**src/pkg/wer_pkg.sv**
```systemverilog
// wake enable register bank: shared constants and types
package wer_pkg;

  // ----------------------------------------------------------------
  // bus geometry
  // ----------------------------------------------------------------
  localparam int WER_AXI_AW = 8;
  localparam int WER_AXI_DW = 32;
  localparam int WER_STRB_W = WER_AXI_DW / 8;
  localparam int WER_ADDR_LSB = 2;
  localparam int WER_IDX_W = WER_AXI_AW - WER_ADDR_LSB;
  localparam int WER_REG_W = 8;
  localparam int WER_LANE0 = 0;

  typedef logic [WER_REG_W-1:0] wer_byte_t;
  typedef logic [WER_IDX_W-1:0] wer_idx_t;

  // ----------------------------------------------------------------
  // register indices (byte address is four times the index)
  // ----------------------------------------------------------------
  localparam wer_idx_t WER_IDX_EN3 = 6'h0c;
  localparam wer_idx_t WER_IDX_EN4 = 6'h0d;
  localparam wer_idx_t WER_IDX_STS3 = 6'h20;
  localparam wer_idx_t WER_IDX_STS4 = 6'h21;
  localparam wer_idx_t WER_IDX_CTRL = 6'h22;
  localparam wer_idx_t WER_IDX_INT_STS = 6'h24;
  localparam wer_idx_t WER_IDX_INT_CLR = 6'h25;
  localparam wer_idx_t WER_IDX_INT_EN = 6'h26;

  // ----------------------------------------------------------------
  // reset values and fields
  // ----------------------------------------------------------------
  localparam wer_byte_t WER_EN_RST = 8'h00;
  localparam wer_byte_t WER_STS_RST = 8'h00;
  localparam logic WER_CTRL_RST = 1'b0;
  localparam int WER_CTRL_GLOBAL_BIT = 0;
  localparam int WER_EN3_SMI_BIT = 3;

  localparam int WER_INT_W = 3;
  localparam int WER_INT_STS3 = 0;
  localparam int WER_INT_STS4 = 1;
  localparam int WER_INT_WAKE = 2;
  localparam logic [WER_INT_W-1:0] WER_INT_RST = 3'h0;

  // ----------------------------------------------------------------
  // bus responses
  // ----------------------------------------------------------------
  localparam logic [1:0] WER_RESP_OKAY = 2'h0;
  localparam logic [1:0] WER_RESP_SLVERR = 2'h2;

endpackage

```
**src/hdl/wer_sticky.sv**
```systemverilog
// sticky flag bank: hardware set wins over software clear
`timescale 1ns/1ps
module wer_sticky #(
  parameter int W = 8
) (
  input wire logic clock, // system clock
  input wire logic resetn, // synchronous reset, active low
  input wire logic [W-1:0] set, // set per bit
  input wire logic [W-1:0] clr, // clear per bit
  output logic [W-1:0] q // flags
);
  import wer_pkg::*;

  // ----------------------------------------------------------------
  // elaboration check
  // ----------------------------------------------------------------
  if (W < 1) begin : g_bad_w
    $error("wer_sticky needs W of at least one");
  end

  logic [W-1:0] q_d;

  always_comb begin
    q_d = (q & ~clr) | set;
  end

  always_ff @(posedge clock) begin
    if (!resetn) begin
      q <= '0;
    end else begin
      q <= q_d;
    end
  end

endmodule

```
**src/hdl/wer_axil_slave.sv**
```systemverilog
// axi4-lite slave front end: one write and one read in flight
`timescale 1ns/1ps
module wer_axil_slave (
  input wire logic clock, // system clock
  input wire logic resetn, // synchronous reset, active low
  input wire logic [wer_pkg::WER_AXI_AW-1:0] s_awaddr, // write address
  input wire logic s_awvalid, // write address valid
  output logic s_awready, // write address ready
  input wire logic [wer_pkg::WER_AXI_DW-1:0] s_wdata, // write data
  input wire logic [wer_pkg::WER_STRB_W-1:0] s_wstrb, // write strobes
  input wire logic s_wvalid, // write data valid
  output logic s_wready, // write data ready
  output logic [1:0] s_bresp, // write response
  output logic s_bvalid, // write response valid
  input wire logic s_bready, // write response ready
  input wire logic [wer_pkg::WER_AXI_AW-1:0] s_araddr, // read address
  input wire logic s_arvalid, // read address valid
  output logic s_arready, // read address ready
  output logic [wer_pkg::WER_AXI_DW-1:0] s_rdata, // read data
  output logic [1:0] s_rresp, // read response
  output logic s_rvalid, // read data valid
  input wire logic s_rready, // read data ready
  output logic wr_en, // register write pulse
  output logic [wer_pkg::WER_IDX_W-1:0] wr_idx, // register index to write
  output logic [wer_pkg::WER_AXI_DW-1:0] wr_data, // data to write
  output logic [wer_pkg::WER_STRB_W-1:0] wr_strb, // byte enables
  input wire logic wr_err, // index not writable
  output logic rd_en, // register read pulse
  output logic [wer_pkg::WER_IDX_W-1:0] rd_idx, // register index to read
  input wire logic [wer_pkg::WER_AXI_DW-1:0] rd_data, // read value
  input wire logic rd_err // index not readable
);
  import wer_pkg::*;

  logic aw_full_q, aw_full_d, w_full_q, w_full_d, ar_full_q, ar_full_d;
  logic [WER_AXI_AW-1:0] awaddr_q, awaddr_d, araddr_q, araddr_d;
  logic [WER_AXI_DW-1:0] wdata_q, wdata_d, rdata_d;
  logic [WER_STRB_W-1:0] wstrb_q, wstrb_d;
  logic awready_d, wready_d, arready_d, bvalid_d, rvalid_d;
  logic [1:0] bresp_d, rresp_d;

  assign wr_en = aw_full_q && w_full_q && !s_bvalid;
  assign rd_en = ar_full_q && !s_rvalid;
  assign wr_idx = awaddr_q[WER_AXI_AW-1:WER_ADDR_LSB];
  assign rd_idx = araddr_q[WER_AXI_AW-1:WER_ADDR_LSB];
  assign wr_data = wdata_q;
  assign wr_strb = wstrb_q;

  always_comb begin
    aw_full_d = aw_full_q;
    w_full_d = w_full_q;
    ar_full_d = ar_full_q;
    awaddr_d = awaddr_q;
    araddr_d = araddr_q;
    wdata_d = wdata_q;
    wstrb_d = wstrb_q;
    bvalid_d = s_bvalid;
    bresp_d = s_bresp;
    rvalid_d = s_rvalid;
    rresp_d = s_rresp;
    rdata_d = s_rdata;
    if (s_awvalid && s_awready) begin
      aw_full_d = 1'b1;
      awaddr_d = s_awaddr;
    end
    if (s_wvalid && s_wready) begin
      w_full_d = 1'b1;
      wdata_d = s_wdata;
      wstrb_d = s_wstrb;
    end
    if (s_bvalid && s_bready) begin
      bvalid_d = 1'b0;
    end
    if (wr_en) begin
      aw_full_d = 1'b0;
      w_full_d = 1'b0;
      bvalid_d = 1'b1;
      bresp_d = wr_err ? WER_RESP_SLVERR : WER_RESP_OKAY;
    end
    if (s_arvalid && s_arready) begin
      ar_full_d = 1'b1;
      araddr_d = s_araddr;
    end
    if (s_rvalid && s_rready) begin
      rvalid_d = 1'b0;
    end
    if (rd_en) begin
      ar_full_d = 1'b0;
      rvalid_d = 1'b1;
      rdata_d = rd_data;
      rresp_d = rd_err ? WER_RESP_SLVERR : WER_RESP_OKAY;
    end
    awready_d = !aw_full_d;
    wready_d = !w_full_d;
    arready_d = !ar_full_d && !rvalid_d;
  end

  always_ff @(posedge clock) begin
    if (!resetn) begin
      aw_full_q <= 1'b0;
      w_full_q <= 1'b0;
      ar_full_q <= 1'b0;
      awaddr_q <= '0;
      araddr_q <= '0;
      wdata_q <= '0;
      wstrb_q <= '0;
      s_awready <= 1'b0;
      s_wready <= 1'b0;
      s_arready <= 1'b0;
      s_bvalid <= 1'b0;
      s_bresp <= WER_RESP_OKAY;
      s_rvalid <= 1'b0;
      s_rresp <= WER_RESP_OKAY;
      s_rdata <= '0;
    end else begin
      aw_full_q <= aw_full_d;
      w_full_q <= w_full_d;
      ar_full_q <= ar_full_d;
      awaddr_q <= awaddr_d;
      araddr_q <= araddr_d;
      wdata_q <= wdata_d;
      wstrb_q <= wstrb_d;
      s_awready <= awready_d;
      s_wready <= wready_d;
      s_arready <= arready_d;
      s_bvalid <= bvalid_d;
      s_bresp <= bresp_d;
      s_rvalid <= rvalid_d;
      s_rresp <= rresp_d;
      s_rdata <= rdata_d;
    end
  end

endmodule

```
**src/hdl/wer_wake_regs.sv**
```systemverilog
// wake enable registers three and four with wake status, wake line and interrupt
//
// Behaviour
// wake asserts when enable, status, global set
// disabled source still records status, no wake
// group three bits map port two pins
// group three bit 3 enables grouped smi
// group four bits map ports three/four/six
// enables survive all resets except standby
//
// The implementer's own choice: register access over AXI4-Lite.
`timescale 1ns/1ps
module wer_wake_regs (
  input wire logic clock, // system clock, 40 MHz
  input wire logic resetn, // main synchronous reset, active low
  input wire logic standby_por_n, // standby power-on reset, synchronous, active low
  input wire logic gpio_port2_bit0, // wake source
  input wire logic gpio_port2_bit1, // wake source
  input wire logic gpio_port2_bit2, // wake source
  input wire logic grouped_smi_event, // grouped smi wake source
  input wire logic gpio_port2_bit4, // wake source
  input wire logic gpio_port2_bit5, // wake source
  input wire logic gpio_port2_bit6, // wake source
  input wire logic gpio_port2_bit7, // wake source
  input wire logic gpio_port3_bit0, // wake source
  input wire logic gpio_port3_bit1, // wake source
  input wire logic gpio_port3_bit2, // wake source
  input wire logic gpio_port3_bit3, // wake source
  input wire logic gpio_port4_bit1, // wake source
  input wire logic gpio_port4_bit3, // wake source
  input wire logic gpio_port6_bit0, // wake source
  input wire logic gpio_port6_bit1, // wake source
  output logic wake_request_out_n, // system wake line, active low
  output logic irq, // level interrupt
  input wire logic [wer_pkg::WER_AXI_AW-1:0] s_awaddr, // write address
  input wire logic s_awvalid, // write address valid
  output logic s_awready, // write address ready
  input wire logic [wer_pkg::WER_AXI_DW-1:0] s_wdata, // write data
  input wire logic [wer_pkg::WER_STRB_W-1:0] s_wstrb, // write strobes
  input wire logic s_wvalid, // write data valid
  output logic s_wready, // write data ready
  output logic [1:0] s_bresp, // write response
  output logic s_bvalid, // write response valid
  input wire logic s_bready, // write response ready
  input wire logic [wer_pkg::WER_AXI_AW-1:0] s_araddr, // read address
  input wire logic s_arvalid, // read address valid
  output logic s_arready, // read address ready
  output logic [wer_pkg::WER_AXI_DW-1:0] s_rdata, // read data
  output logic [1:0] s_rresp, // read response
  output logic s_rvalid, // read data valid
  input wire logic s_rready // read data ready
);
  import wer_pkg::*;

  // ----------------------------------------------------------------
  // declarations
  // ----------------------------------------------------------------
  logic wr_en, wr_err, rd_en, rd_err;
  wer_idx_t wr_idx, rd_idx;
  logic [WER_AXI_DW-1:0] wr_data, rd_data;
  logic [WER_STRB_W-1:0] wr_strb;
  logic wr_lane0;

  wer_byte_t en3_q, en3_d, en4_q, en4_d;
  wer_byte_t src3, src4, sts3_q, sts4_q, clr3, clr4;
  wer_byte_t pend3, pend4;
  logic global_q, global_d;
  logic [WER_INT_W-1:0] int_sts_q, int_en_q, int_en_d, int_set, int_clr;
  logic wake_d, irq_d;

  // ----------------------------------------------------------------
  // bus slave
  // ----------------------------------------------------------------
  wer_axil_slave u_bus (
    .clock(clock),
    .resetn(resetn),
    .s_awaddr(s_awaddr),
    .s_awvalid(s_awvalid),
    .s_awready(s_awready),
    .s_wdata(s_wdata),
    .s_wstrb(s_wstrb),
    .s_wvalid(s_wvalid),
    .s_wready(s_wready),
    .s_bresp(s_bresp),
    .s_bvalid(s_bvalid),
    .s_bready(s_bready),
    .s_araddr(s_araddr),
    .s_arvalid(s_arvalid),
    .s_arready(s_arready),
    .s_rdata(s_rdata),
    .s_rresp(s_rresp),
    .s_rvalid(s_rvalid),
    .s_rready(s_rready),
    .wr_en(wr_en),
    .wr_idx(wr_idx),
    .wr_data(wr_data),
    .wr_strb(wr_strb),
    .wr_err(wr_err),
    .rd_en(rd_en),
    .rd_idx(rd_idx),
    .rd_data(rd_data),
    .rd_err(rd_err)
  );

  assign wr_lane0 = wr_en && wr_strb[WER_LANE0];

  // ----------------------------------------------------------------
  // wake source mapping
  // ----------------------------------------------------------------
  assign src3 = {gpio_port2_bit7, gpio_port2_bit6, gpio_port2_bit5, gpio_port2_bit4,
                 grouped_smi_event,
                 gpio_port2_bit2, gpio_port2_bit1, gpio_port2_bit0};
  assign src4 = {gpio_port6_bit1, gpio_port6_bit0, gpio_port4_bit3, gpio_port4_bit1,
                 gpio_port3_bit3, gpio_port3_bit2, gpio_port3_bit1, gpio_port3_bit0};

  // ----------------------------------------------------------------
  // wake status, recorded whatever the enables say
  // ----------------------------------------------------------------
  assign clr3 = (wr_lane0 && wr_idx == WER_IDX_STS3) ? wr_data[WER_REG_W-1:0] : WER_STS_RST;
  assign clr4 = (wr_lane0 && wr_idx == WER_IDX_STS4) ? wr_data[WER_REG_W-1:0] : WER_STS_RST;

  wer_sticky #(.W(WER_REG_W)) u_sts3 (
    .clock(clock),
    .resetn(resetn),
    .set(src3),
    .clr(clr3),
    .q(sts3_q)
  );

  wer_sticky #(.W(WER_REG_W)) u_sts4 (
    .clock(clock),
    .resetn(resetn),
    .set(src4),
    .clr(clr4),
    .q(sts4_q)
  );

  // ----------------------------------------------------------------
  // enable registers: standby domain, main reset leaves them alone
  // ----------------------------------------------------------------
  always_comb begin
    en3_d = en3_q;
    en4_d = en4_q;
    if (wr_lane0 && wr_idx == WER_IDX_EN3) begin
      en3_d = wr_data[WER_REG_W-1:0];
    end
    if (wr_lane0 && wr_idx == WER_IDX_EN4) begin
      en4_d = wr_data[WER_REG_W-1:0];
    end
  end

  always_ff @(posedge clock) begin
    if (!standby_por_n) begin
      en3_q <= WER_EN_RST;
      en4_q <= WER_EN_RST;
    end else begin
      en3_q <= en3_d;
      en4_q <= en4_d;
    end
  end

  // ----------------------------------------------------------------
  // control, interrupt enable, wake line and interrupt output
  // ----------------------------------------------------------------
  assign pend3 = en3_q & sts3_q;
  assign pend4 = en4_q & sts4_q;

  always_comb begin
    global_d = global_q;
    int_en_d = int_en_q;
    if (wr_lane0 && wr_idx == WER_IDX_CTRL) begin
      global_d = wr_data[WER_CTRL_GLOBAL_BIT];
    end
    if (wr_lane0 && wr_idx == WER_IDX_INT_EN) begin
      int_en_d = wr_data[WER_INT_W-1:0];
    end
    wake_d = !(global_q && (|pend3 || |pend4));
    irq_d = |(int_sts_q & int_en_q);
  end

  always_ff @(posedge clock) begin
    if (!resetn) begin
      global_q <= WER_CTRL_RST;
      int_en_q <= WER_INT_RST;
      wake_request_out_n <= 1'b1;
      irq <= 1'b0;
    end else begin
      global_q <= global_d;
      int_en_q <= int_en_d;
      wake_request_out_n <= wake_d;
      irq <= irq_d;
    end
  end

  // ----------------------------------------------------------------
  // interrupt events
  // ----------------------------------------------------------------
  always_comb begin
    int_set = '0;
    int_set[WER_INT_STS3] = |(src3 & ~sts3_q);
    int_set[WER_INT_STS4] = |(src4 & ~sts4_q);
    int_set[WER_INT_WAKE] = wake_request_out_n && !wake_d;
    int_clr = (wr_lane0 && wr_idx == WER_IDX_INT_CLR) ? wr_data[WER_INT_W-1:0] : WER_INT_RST;
  end

  wer_sticky #(.W(WER_INT_W)) u_int (
    .clock(clock),
    .resetn(resetn),
    .set(int_set),
    .clr(int_clr),
    .q(int_sts_q)
  );

  // ----------------------------------------------------------------
  // decode: write legality and read mux
  // ----------------------------------------------------------------
  always_comb begin
    wr_err = 1'b0;
    case (wr_idx)
      WER_IDX_EN3, WER_IDX_EN4, WER_IDX_STS3, WER_IDX_STS4,
      WER_IDX_CTRL, WER_IDX_INT_CLR, WER_IDX_INT_EN: wr_err = 1'b0;
      default: wr_err = 1'b1;
    endcase
  end

  always_comb begin
    rd_data = '0;
    rd_err = 1'b0;
    case (rd_idx)
      WER_IDX_EN3: rd_data[WER_REG_W-1:0] = en3_q;
      WER_IDX_EN4: rd_data[WER_REG_W-1:0] = en4_q;
      WER_IDX_STS3: rd_data[WER_REG_W-1:0] = sts3_q;
      WER_IDX_STS4: rd_data[WER_REG_W-1:0] = sts4_q;
      WER_IDX_CTRL: rd_data[WER_CTRL_GLOBAL_BIT] = global_q;
      WER_IDX_INT_STS: rd_data[WER_INT_W-1:0] = int_sts_q;
      WER_IDX_INT_CLR: rd_data = '0;
      WER_IDX_INT_EN: rd_data[WER_INT_W-1:0] = int_en_q;
      default: rd_err = 1'b1;
    endcase
  end

  // ----------------------------------------------------------------
  // assertions
  // ----------------------------------------------------------------
  AST_WAKE_DRIVE: assert property (@(posedge clock) disable iff (!resetn)
    (global_q && (|pend3 || |pend4)) |=> !wake_request_out_n)
    else $error("wake line not driven for an enabled pending source");

  AST_WAKE_QUIET: assert property (@(posedge clock) disable iff (!resetn)
    !(global_q && (|pend3 || |pend4)) |=> wake_request_out_n)
    else $error("wake line driven with no enabled pending source");

  AST_STATUS_RECORD: assert property (@(posedge clock) disable iff (!resetn)
    (src3 & ~en3_q) != '0 |=> ((sts3_q & $past(src3) & ~$past(en3_q)) == ($past(src3) & ~$past(en3_q))))
    else $error("disabled source not recorded in status");

  AST_MAP_GROUP3: assert property (@(posedge clock) disable iff (!resetn)
    (gpio_port2_bit0 && gpio_port2_bit4) |=> (sts3_q[0] && sts3_q[4]))
    else $error("group three pin mapping wrong");

  AST_SMI_BIT3: assert property (@(posedge clock) disable iff (!resetn)
    (grouped_smi_event && !wr_en) |=> sts3_q[WER_EN3_SMI_BIT] ##1 (sts3_q[WER_EN3_SMI_BIT] || $past(wr_lane0)))
    else $error("grouped smi not recorded in bit 3");

  AST_MAP_GROUP4: assert property (@(posedge clock) disable iff (!resetn)
    (gpio_port4_bit1 && gpio_port6_bit1) |=> (sts4_q[4] && sts4_q[7]))
    else $error("group four pin mapping wrong");

  AST_EN_KEEP: assert property (@(posedge clock) disable iff (!standby_por_n)
    !resetn |=> (en3_q == $past(en3_q) && en4_q == $past(en4_q)))
    else $error("enables disturbed by main reset");

  AST_EN_CLEAR: assert property (@(posedge clock)
    !standby_por_n |=> (en3_q == WER_EN_RST && en4_q == WER_EN_RST))
    else $error("enables not cleared by standby reset");

  AST_STATUS_RECORD4: assert property (@(posedge clock) disable iff (!resetn)
    (src4 & ~en4_q) != '0 |=> ((sts4_q & $past(src4) & ~$past(en4_q)) == ($past(src4) & ~$past(en4_q))))
    else $error("disabled group four source not recorded");

  AST_STS_HOLD: assert property (@(posedge clock) disable iff (!resetn)
    !(wr_lane0 && wr_idx == WER_IDX_STS3) |=> ((sts3_q & $past(sts3_q)) == $past(sts3_q)))
    else $error("status three lost a bit without a clear");

  AST_MAP_GROUP3_HI: assert property (@(posedge clock) disable iff (!resetn)
    (gpio_port2_bit2 && gpio_port2_bit7) |=> (sts3_q[2] && sts3_q[7]))
    else $error("group three upper pin mapping wrong");

  AST_MAP_GROUP4_LO: assert property (@(posedge clock) disable iff (!resetn)
    (gpio_port3_bit0 && gpio_port6_bit0) |=> (sts4_q[0] && sts4_q[6]))
    else $error("group four lower pin mapping wrong");

  AST_SMI_WAKE: assert property (@(posedge clock) disable iff (!resetn || !standby_por_n)
    (grouped_smi_event && en3_q[WER_EN3_SMI_BIT] && global_q && !wr_en) |=> ##1 !wake_request_out_n)
    else $error("enabled grouped smi did not drive the wake line");

  AST_INT_WAKE: assert property (@(posedge clock) disable iff (!resetn)
    (wake_request_out_n && !wake_d) |=> int_sts_q[WER_INT_WAKE])
    else $error("wake assertion not latched in interrupt status");

  AST_IRQ_LEVEL: assert property (@(posedge clock) disable iff (!resetn)
    ((int_sts_q & int_en_q) != '0) |=> irq)
    else $error("interrupt low with an enabled status bit");

endmodule

```
**config.mk**
```make
export PLATFORM = sky130hd
export DESIGN_NAME = wer_wake_regs
export DESIGN_NICKNAME = d
export VERILOG_FILES = /design/src/pkg/wer_pkg.sv /design/src/hdl/wer_sticky.sv /design/src/hdl/wer_axil_slave.sv /design/src/hdl/wer_wake_regs.sv
export SDC_FILE = /design/constraint.sdc
export NUM_CORES = 1
export LEC_CHECK = 0
export BUFFER_PORTS_ARGS = -buffer_cell sky130_fd_sc_hd__buf_2
export CAP_MARGIN = 20
export CORE_MARGIN = 10
export CORE_UTILIZATION = 55
export CTS_BUF_LIST = sky130_fd_sc_hd__clkbuf_2 sky130_fd_sc_hd__clkbuf_4 sky130_fd_sc_hd__clkbuf_8
export DETAILED_ROUTE_END_ITERATION = 8
export PLACE_DENSITY = 0.92
export SLEW_MARGIN = 15
export SYNTH_ARGS = -nofsm -noshare
export SYNTH_HDL_FRONTEND = slang
export SYNTH_SLANG_ARGS = --single-unit
export TNS_END_PERCENT = 1
```
**constraint.sdc**
```tcl
create_clock -name clock -period 4.1 [get_ports clock]
set_input_delay 0.41 -clock clock [delete_from_list [all_inputs] [get_ports clock]]
set_output_delay 0.41 -clock clock [all_outputs]
set_load 0.005 [all_outputs]
```
# Word-level counts from Yosys, hierarchy flattened
# Index checks and enable logic that the tools add are counted.
[classes]
n_eq_ne = 15
muxes = 18
n_bitwise = 16
n_reduce_logical = 35
[op_table]
columns = ["op", "count"]
rows = [
  ["== test 6 bit, second input constant", 11],
  ["AND 8 bit", 6],
  ["OR reduction 8 bit", 5],
  ["inverter 8 bit", 4],
  ["== test 6 x 4 -> 1 bit, second input constant", 4],
  ["case mux 5 bit (4 select lines)", 1],
  ["logical AND 1 bit", 19],
  ["two-way mux 8 bit", 2],
  ["OR 8 bit", 2],
  ["case mux 2 bit (6 select lines)", 1],
  ["two-way mux 1 bit", 10],
  ["logical NOT 1 bit", 7],
  ["case mux 1 bit (7 select lines)", 1],
  ["OR reduction 7 bit", 1],
  ["AND 3 bit", 2],
  ["two-way mux 2 bit", 2],
  ["two-way mux 3 bit", 1],
  ["inverter 3 bit", 1],
  ["OR 3 bit", 1],
  ["OR reduction 3 bit", 1],
  ["nonzero test 2 bit", 1],
  ["logical OR 1 bit", 1],
]
[totals]
register_bits = 86
out_inout_bits = 43
elab_cells = 108

# Longest topological paths before layout
[logic_depth]
depth_word = 8
ltp_mapped = 6
mapped_depth_nobuf = 4

# By module
# From an unflattened synthesis, not the netlist that was laid out.
[unflattened]
hier_cells = 665
area_unflattened_um2 = 5776.8
[by_module_without_submodules]
columns = ["module", "instances", "seq_area_each_um2", "cells_each", "area_per_inst_um2"]
rows = [
  ["wer_axil_slave", 1, 1801.7, 387, 3383.2],
  ["wer_wake_regs", 1, 440.4, 219, 1594.0],
  ["wer_sticky (u_sts3 ...)", 2, 160.2, 25, 337.8],
  ["wer_sticky (u_int)", 1, 60.1, 9, 123.9],
]

# Least setup slack after synthesis
# No wires, ideal clock.
[synth_path]
kind = "reg-to-reg"
startpoint = "register u_bus.araddr_q[4]"
endpoint = "register u_bus.s_rdata[0] (netlist bit)"
stages_incl_launch_ff = 5
setup_slack_ps = 2621
required_time_ps = 3978
path_buffers = 1
arrival_time_ps = 1357
synth_period_minus_slack_ps = 1479
path_cell_list = "dfxtp_1 -> buf_2 -> mux4_2 -> nor2b_1 -> o311a_1"
[synth_between]
elab_chain_cells = 2
word_cells_on_any_way = 8
cone_classes = "7 x eq/ne; 1 x mux"
[synth_rtl]
columns = ["element", "line", "rtl"]
rows = [
  ["from (decl)", "wer_axil_slave.sv:36", "logic [WER_AXI_AW-1:0] awaddr_q, awaddr_d, araddr_q, araddr_d;"],
  ["from (signal assigned)", "wer_axil_slave.sv:120", "araddr_q <= araddr_d;"],
  ["== test 6 bit / == test 6 x 4 -> 1 bit (equally long branches)", "wer_wake_regs.sv:229", "case (rd_idx)"],
  ["case mux 1 bit (7 select lines) (*)", "wer_wake_regs.sv:229", ""],
  ["to (signal assigned)", "wer_axil_slave.sv:130", "s_rdata <= rdata_d;"],
  ["to (decl)", "wer_axil_slave.sv:19", "output logic [wer_pkg::WER_AXI_DW-1:0] s_rdata,"],
]
# Every way passes the cells marked *; elsewhere a longest branch is shown, timed or not.
# A chain may end at the register's enable or synchronous reset.

# Worst setup path after layout
[layout_path]
startpoint = "register u_bus.araddr_q[2]"
endpoint = "register u_bus.s_rdata[1] (netlist bit)"
[layout_between]
elab_chain_cells = 2
word_cells_on_any_way = 7
cone_classes = "6 x eq/ne; 1 x mux"
[layout_rtl]
columns = ["element", "line"]
rows = [
  ["== test 6 bit / == test 6 x 4 -> 1 bit (equally long branches)", "wer_wake_regs.sv:229"],
  ["case mux 2 bit (6 select lines) (*)", "wer_wake_regs.sv:229"],
]
# Marks and branches as above.

==> impl_metrics.yaml <==
synth:
  synth_top_area_share_pct: 41.8
  synthMostInstantiatedCell: "dfxtp_1"
  syn_area_per_cell_um2: 9.16
  synth-edff-count: 0
  netlist_area_mm2: 0.00383
  synthFlopType: "dfxtp_1"
  syn_inst: 418
  synth-seq-cells: 80
  async_reset_ff_share_pct: 0
  synth_cell_types: 51
  yosys-top-cells-area: "dfxtp_1, mux2i_1, buf_4"
  ys_seq_area_share_pct: 41.8
  yosysWarnings: 0
  synth_area_leader_cell: "dfxtp_1"
  netlist_top_cells_count: "dfxtp_1, nand2_1, mux2i_1, o21ai_0"
finish:
  nNetsFinal: 544
  fill_cells: 567
  fin_util_pct: 63.1
  syn_to_final_growth_pct: 11.9
  diodes: 0
  final_area_mm2: 0.00428
  drive_above_1_share_pct: 19.0
timing:
  period_needed_ns: 1.88
  slew_headroom_pct: 37.2
  rsz0062_at_grt: "no"
  final_hold_viol_count: 0
  tightestPinTransition_ns: 0.940
  fin_crit_sh_pct: 46.0
  fin_tns_setup_ns: 0
  setup_viol: 0
  timing.fmax_ghz: 0.531
  worst_clock_skew_ns: 0.00927
  timing.final.ws_setup_ns: 2.22
  slew_viol_final: 0
critical_path:
  worstSetupStartpointType: "flop"
  worstSetupPathType: "flop to flop"
  end_kind: "flop"
  ff2ff_setup_slack_ns: 2.22
  cp.required_ns: 4.40
  reg2regPathDepth: 4
  reg2reg_to: "u_bus.s_rdata[1]"
  r2r_start: "u_bus.araddr_q[2]"
  worstPathMaxFanout: 19
  worstPathArrival_ns: 2.18
global_route:
  grt_pass1_vias: 3119
  grt_use_total_pct: 17.7
  grt_overflow_total: 0
  antenna_found_initial: 0
  grt_max_degree: 61
  grt_pass1_wl_um: 15000
cts:
  cts_tree: "done"
  hold_buffers: 0
  clk_pin_slew_ns: 0.08
  htreeDepth: 3
  post_cts_resized: 0
  clock_latency_ns: 0.35
  cts-root-buf: "clkbuf_8"
  post-cts-setup-buffers: 0
  numCtsBuffers: 9
  clk_path_buf_depth: 2
  clkSinkCount: 80
detailed_routing:
  via_per_inst: 5.71
  drcViolationCount: 0
  dr_total_vias: 3247
  drt_pass1_iterations: 5
  ant_nets: 0
  routed_wl_um: 9630
  wl_per_cell_um: 16.9
  drt_iter0_drc: 239
floorplan:
  die_h_um: 103
  rows: 30
  fp.dieW_um: 103
  coreArea_mm2: 0.00679
  start_util_pct: 56.3
  die-area_mm2: 0.0107
  pin_count: 119
power_and_ir_drop:
  power_density_mw_per_mm2: 385
  power_leakage_nw: 1.74
  ir_drop_mv: 0.252
placed_design:
  detailed_place_hpwl_um: 7220
  place_area_mm2: 0.00406
  io_buffers: 61
  place_ws_ns: 2.26
  gp_congestion: 0.924
min_path:
  whs_path_depth: 3
  hold_start: "s_wdata[3]"
  hp-class: "primary input to flop"
  whs_endpoint: "u_bus.wr_data[3]"
run:
  cap_violations: 0
outcome:
  status: "complete, no violations"
worst max-delay path, cell delays in order, from the launching register on:
cell and delay, ns:
dfxtp_1 0.94, nor2b_1 0.27, a22oi_1 0.09, o32ai_1 0.28
o221a_2 0.24
report_power, final:
group	total (mW)	leakage, nW	internal (mW)	switching (mW)
registers	0.856	0.654	0.808	0.0481
clock network	0.654	0.105	0.361	0.293
logic	0.141	0.984	0.0667	0.0740
total	1.65	1.74	1.24	0.415
cells in the final DEF, fill, tap and decap left out, types with 4 or more instances in the layout:
cell type and instances:
dfxtp_1 80, buf_2 61, nand2_1 44, mux2i_1 34, o21ai_0 28, nor2b_1 26
conb_1 26, a21boi_0 25, inv_1 18, a31oi_1 16, nand3_1 13, clkbuf_8 10
nor2_1 9, o22a_1 9, a21oi_1 6, nand2b_1 6, a22o_1 4, a221oi_1 4
o221ai_1 4
flip-flops by register name, indices dropped and copies added, names as in the netlist, 3 cells and up:
signal	count
u_sts3.q	8
u_bus.araddr_q	6
u_int.q	3
u_sts4.q	8
en3_q	8
u_bus.awaddr_q	6
int_en_q	3
en4_q	8
u_bus.s_rdata	8
u_bus.wr_data	8
worst max-delay path by stage:
stage                     slack [ns]               end              start
final                           2.22  u_bus.s_rdata[1]  u_bus.araddr_q[2]
after CTS                       2.25          en4_q[7]  u_bus.awaddr_q[5]
after global placement          2.30  u_bus.s_rdata[0]             resetn
after global routing            2.10  u_bus.s_rdata[2]  u_bus.araddr_q[2]
after detailed placement        2.26  u_bus.s_rdata[4]             resetn
after floorplan                 2.62  u_bus.s_rdata[0]  u_bus.araddr_q[4]
cells by family (layout without fill, tap and decap cells):
family                 Yosys count  count (layout)  share of synthesized area [%]
AOI/OAI and AO/OA              115             115                           21.1
buffers and inverters           65              95                           9.38
DFF                             80              80                           41.8
muxes                           35              35                           9.48
other                            1              26                         0.0980
and+or+nand+nor                122             122                           18.1
stage by stage:
| step | cells | power [mW] | hold slack (ns) |
|---|---|---|---|
| after global routing | 569 | 1.71 | 0.293 |
| after global placement | 553 | 1.00 | 0.432 |
| after floorplan | 443 | 0.971 | 0.405 |
| after CTS | 569 | 1.65 | 0.298 |
| after detailed placement | 553 | 1.01 | 0.434 |
| final | 569 | 1.65 | 0.305 |
layer usage:
layer | vias up | GRT usage [%] | share of wire (%)
met3 | 16 | 4.39 | 8.0
met5 | - | 0 | 0
met4 | 0 | 6.84 | 1.8
met1 | 1554 | 21.8 | 42
li1 | 1543 | - | -
met2 | 134 | 29.0 | 48
layout make-up:
cell class,instances,area [um2],share of cell area [%]
repair buffers,61,305,7.13
clock inverters,6,91.3,2.13
multi-input cells,298,1960,45.8
well taps,96,120,2.80
flip-flops and latches,80,1600,37.4
inverters,18,67.6,1.58
clock buffers,10,138,3.21
Power figures use the tool's default switching activity.
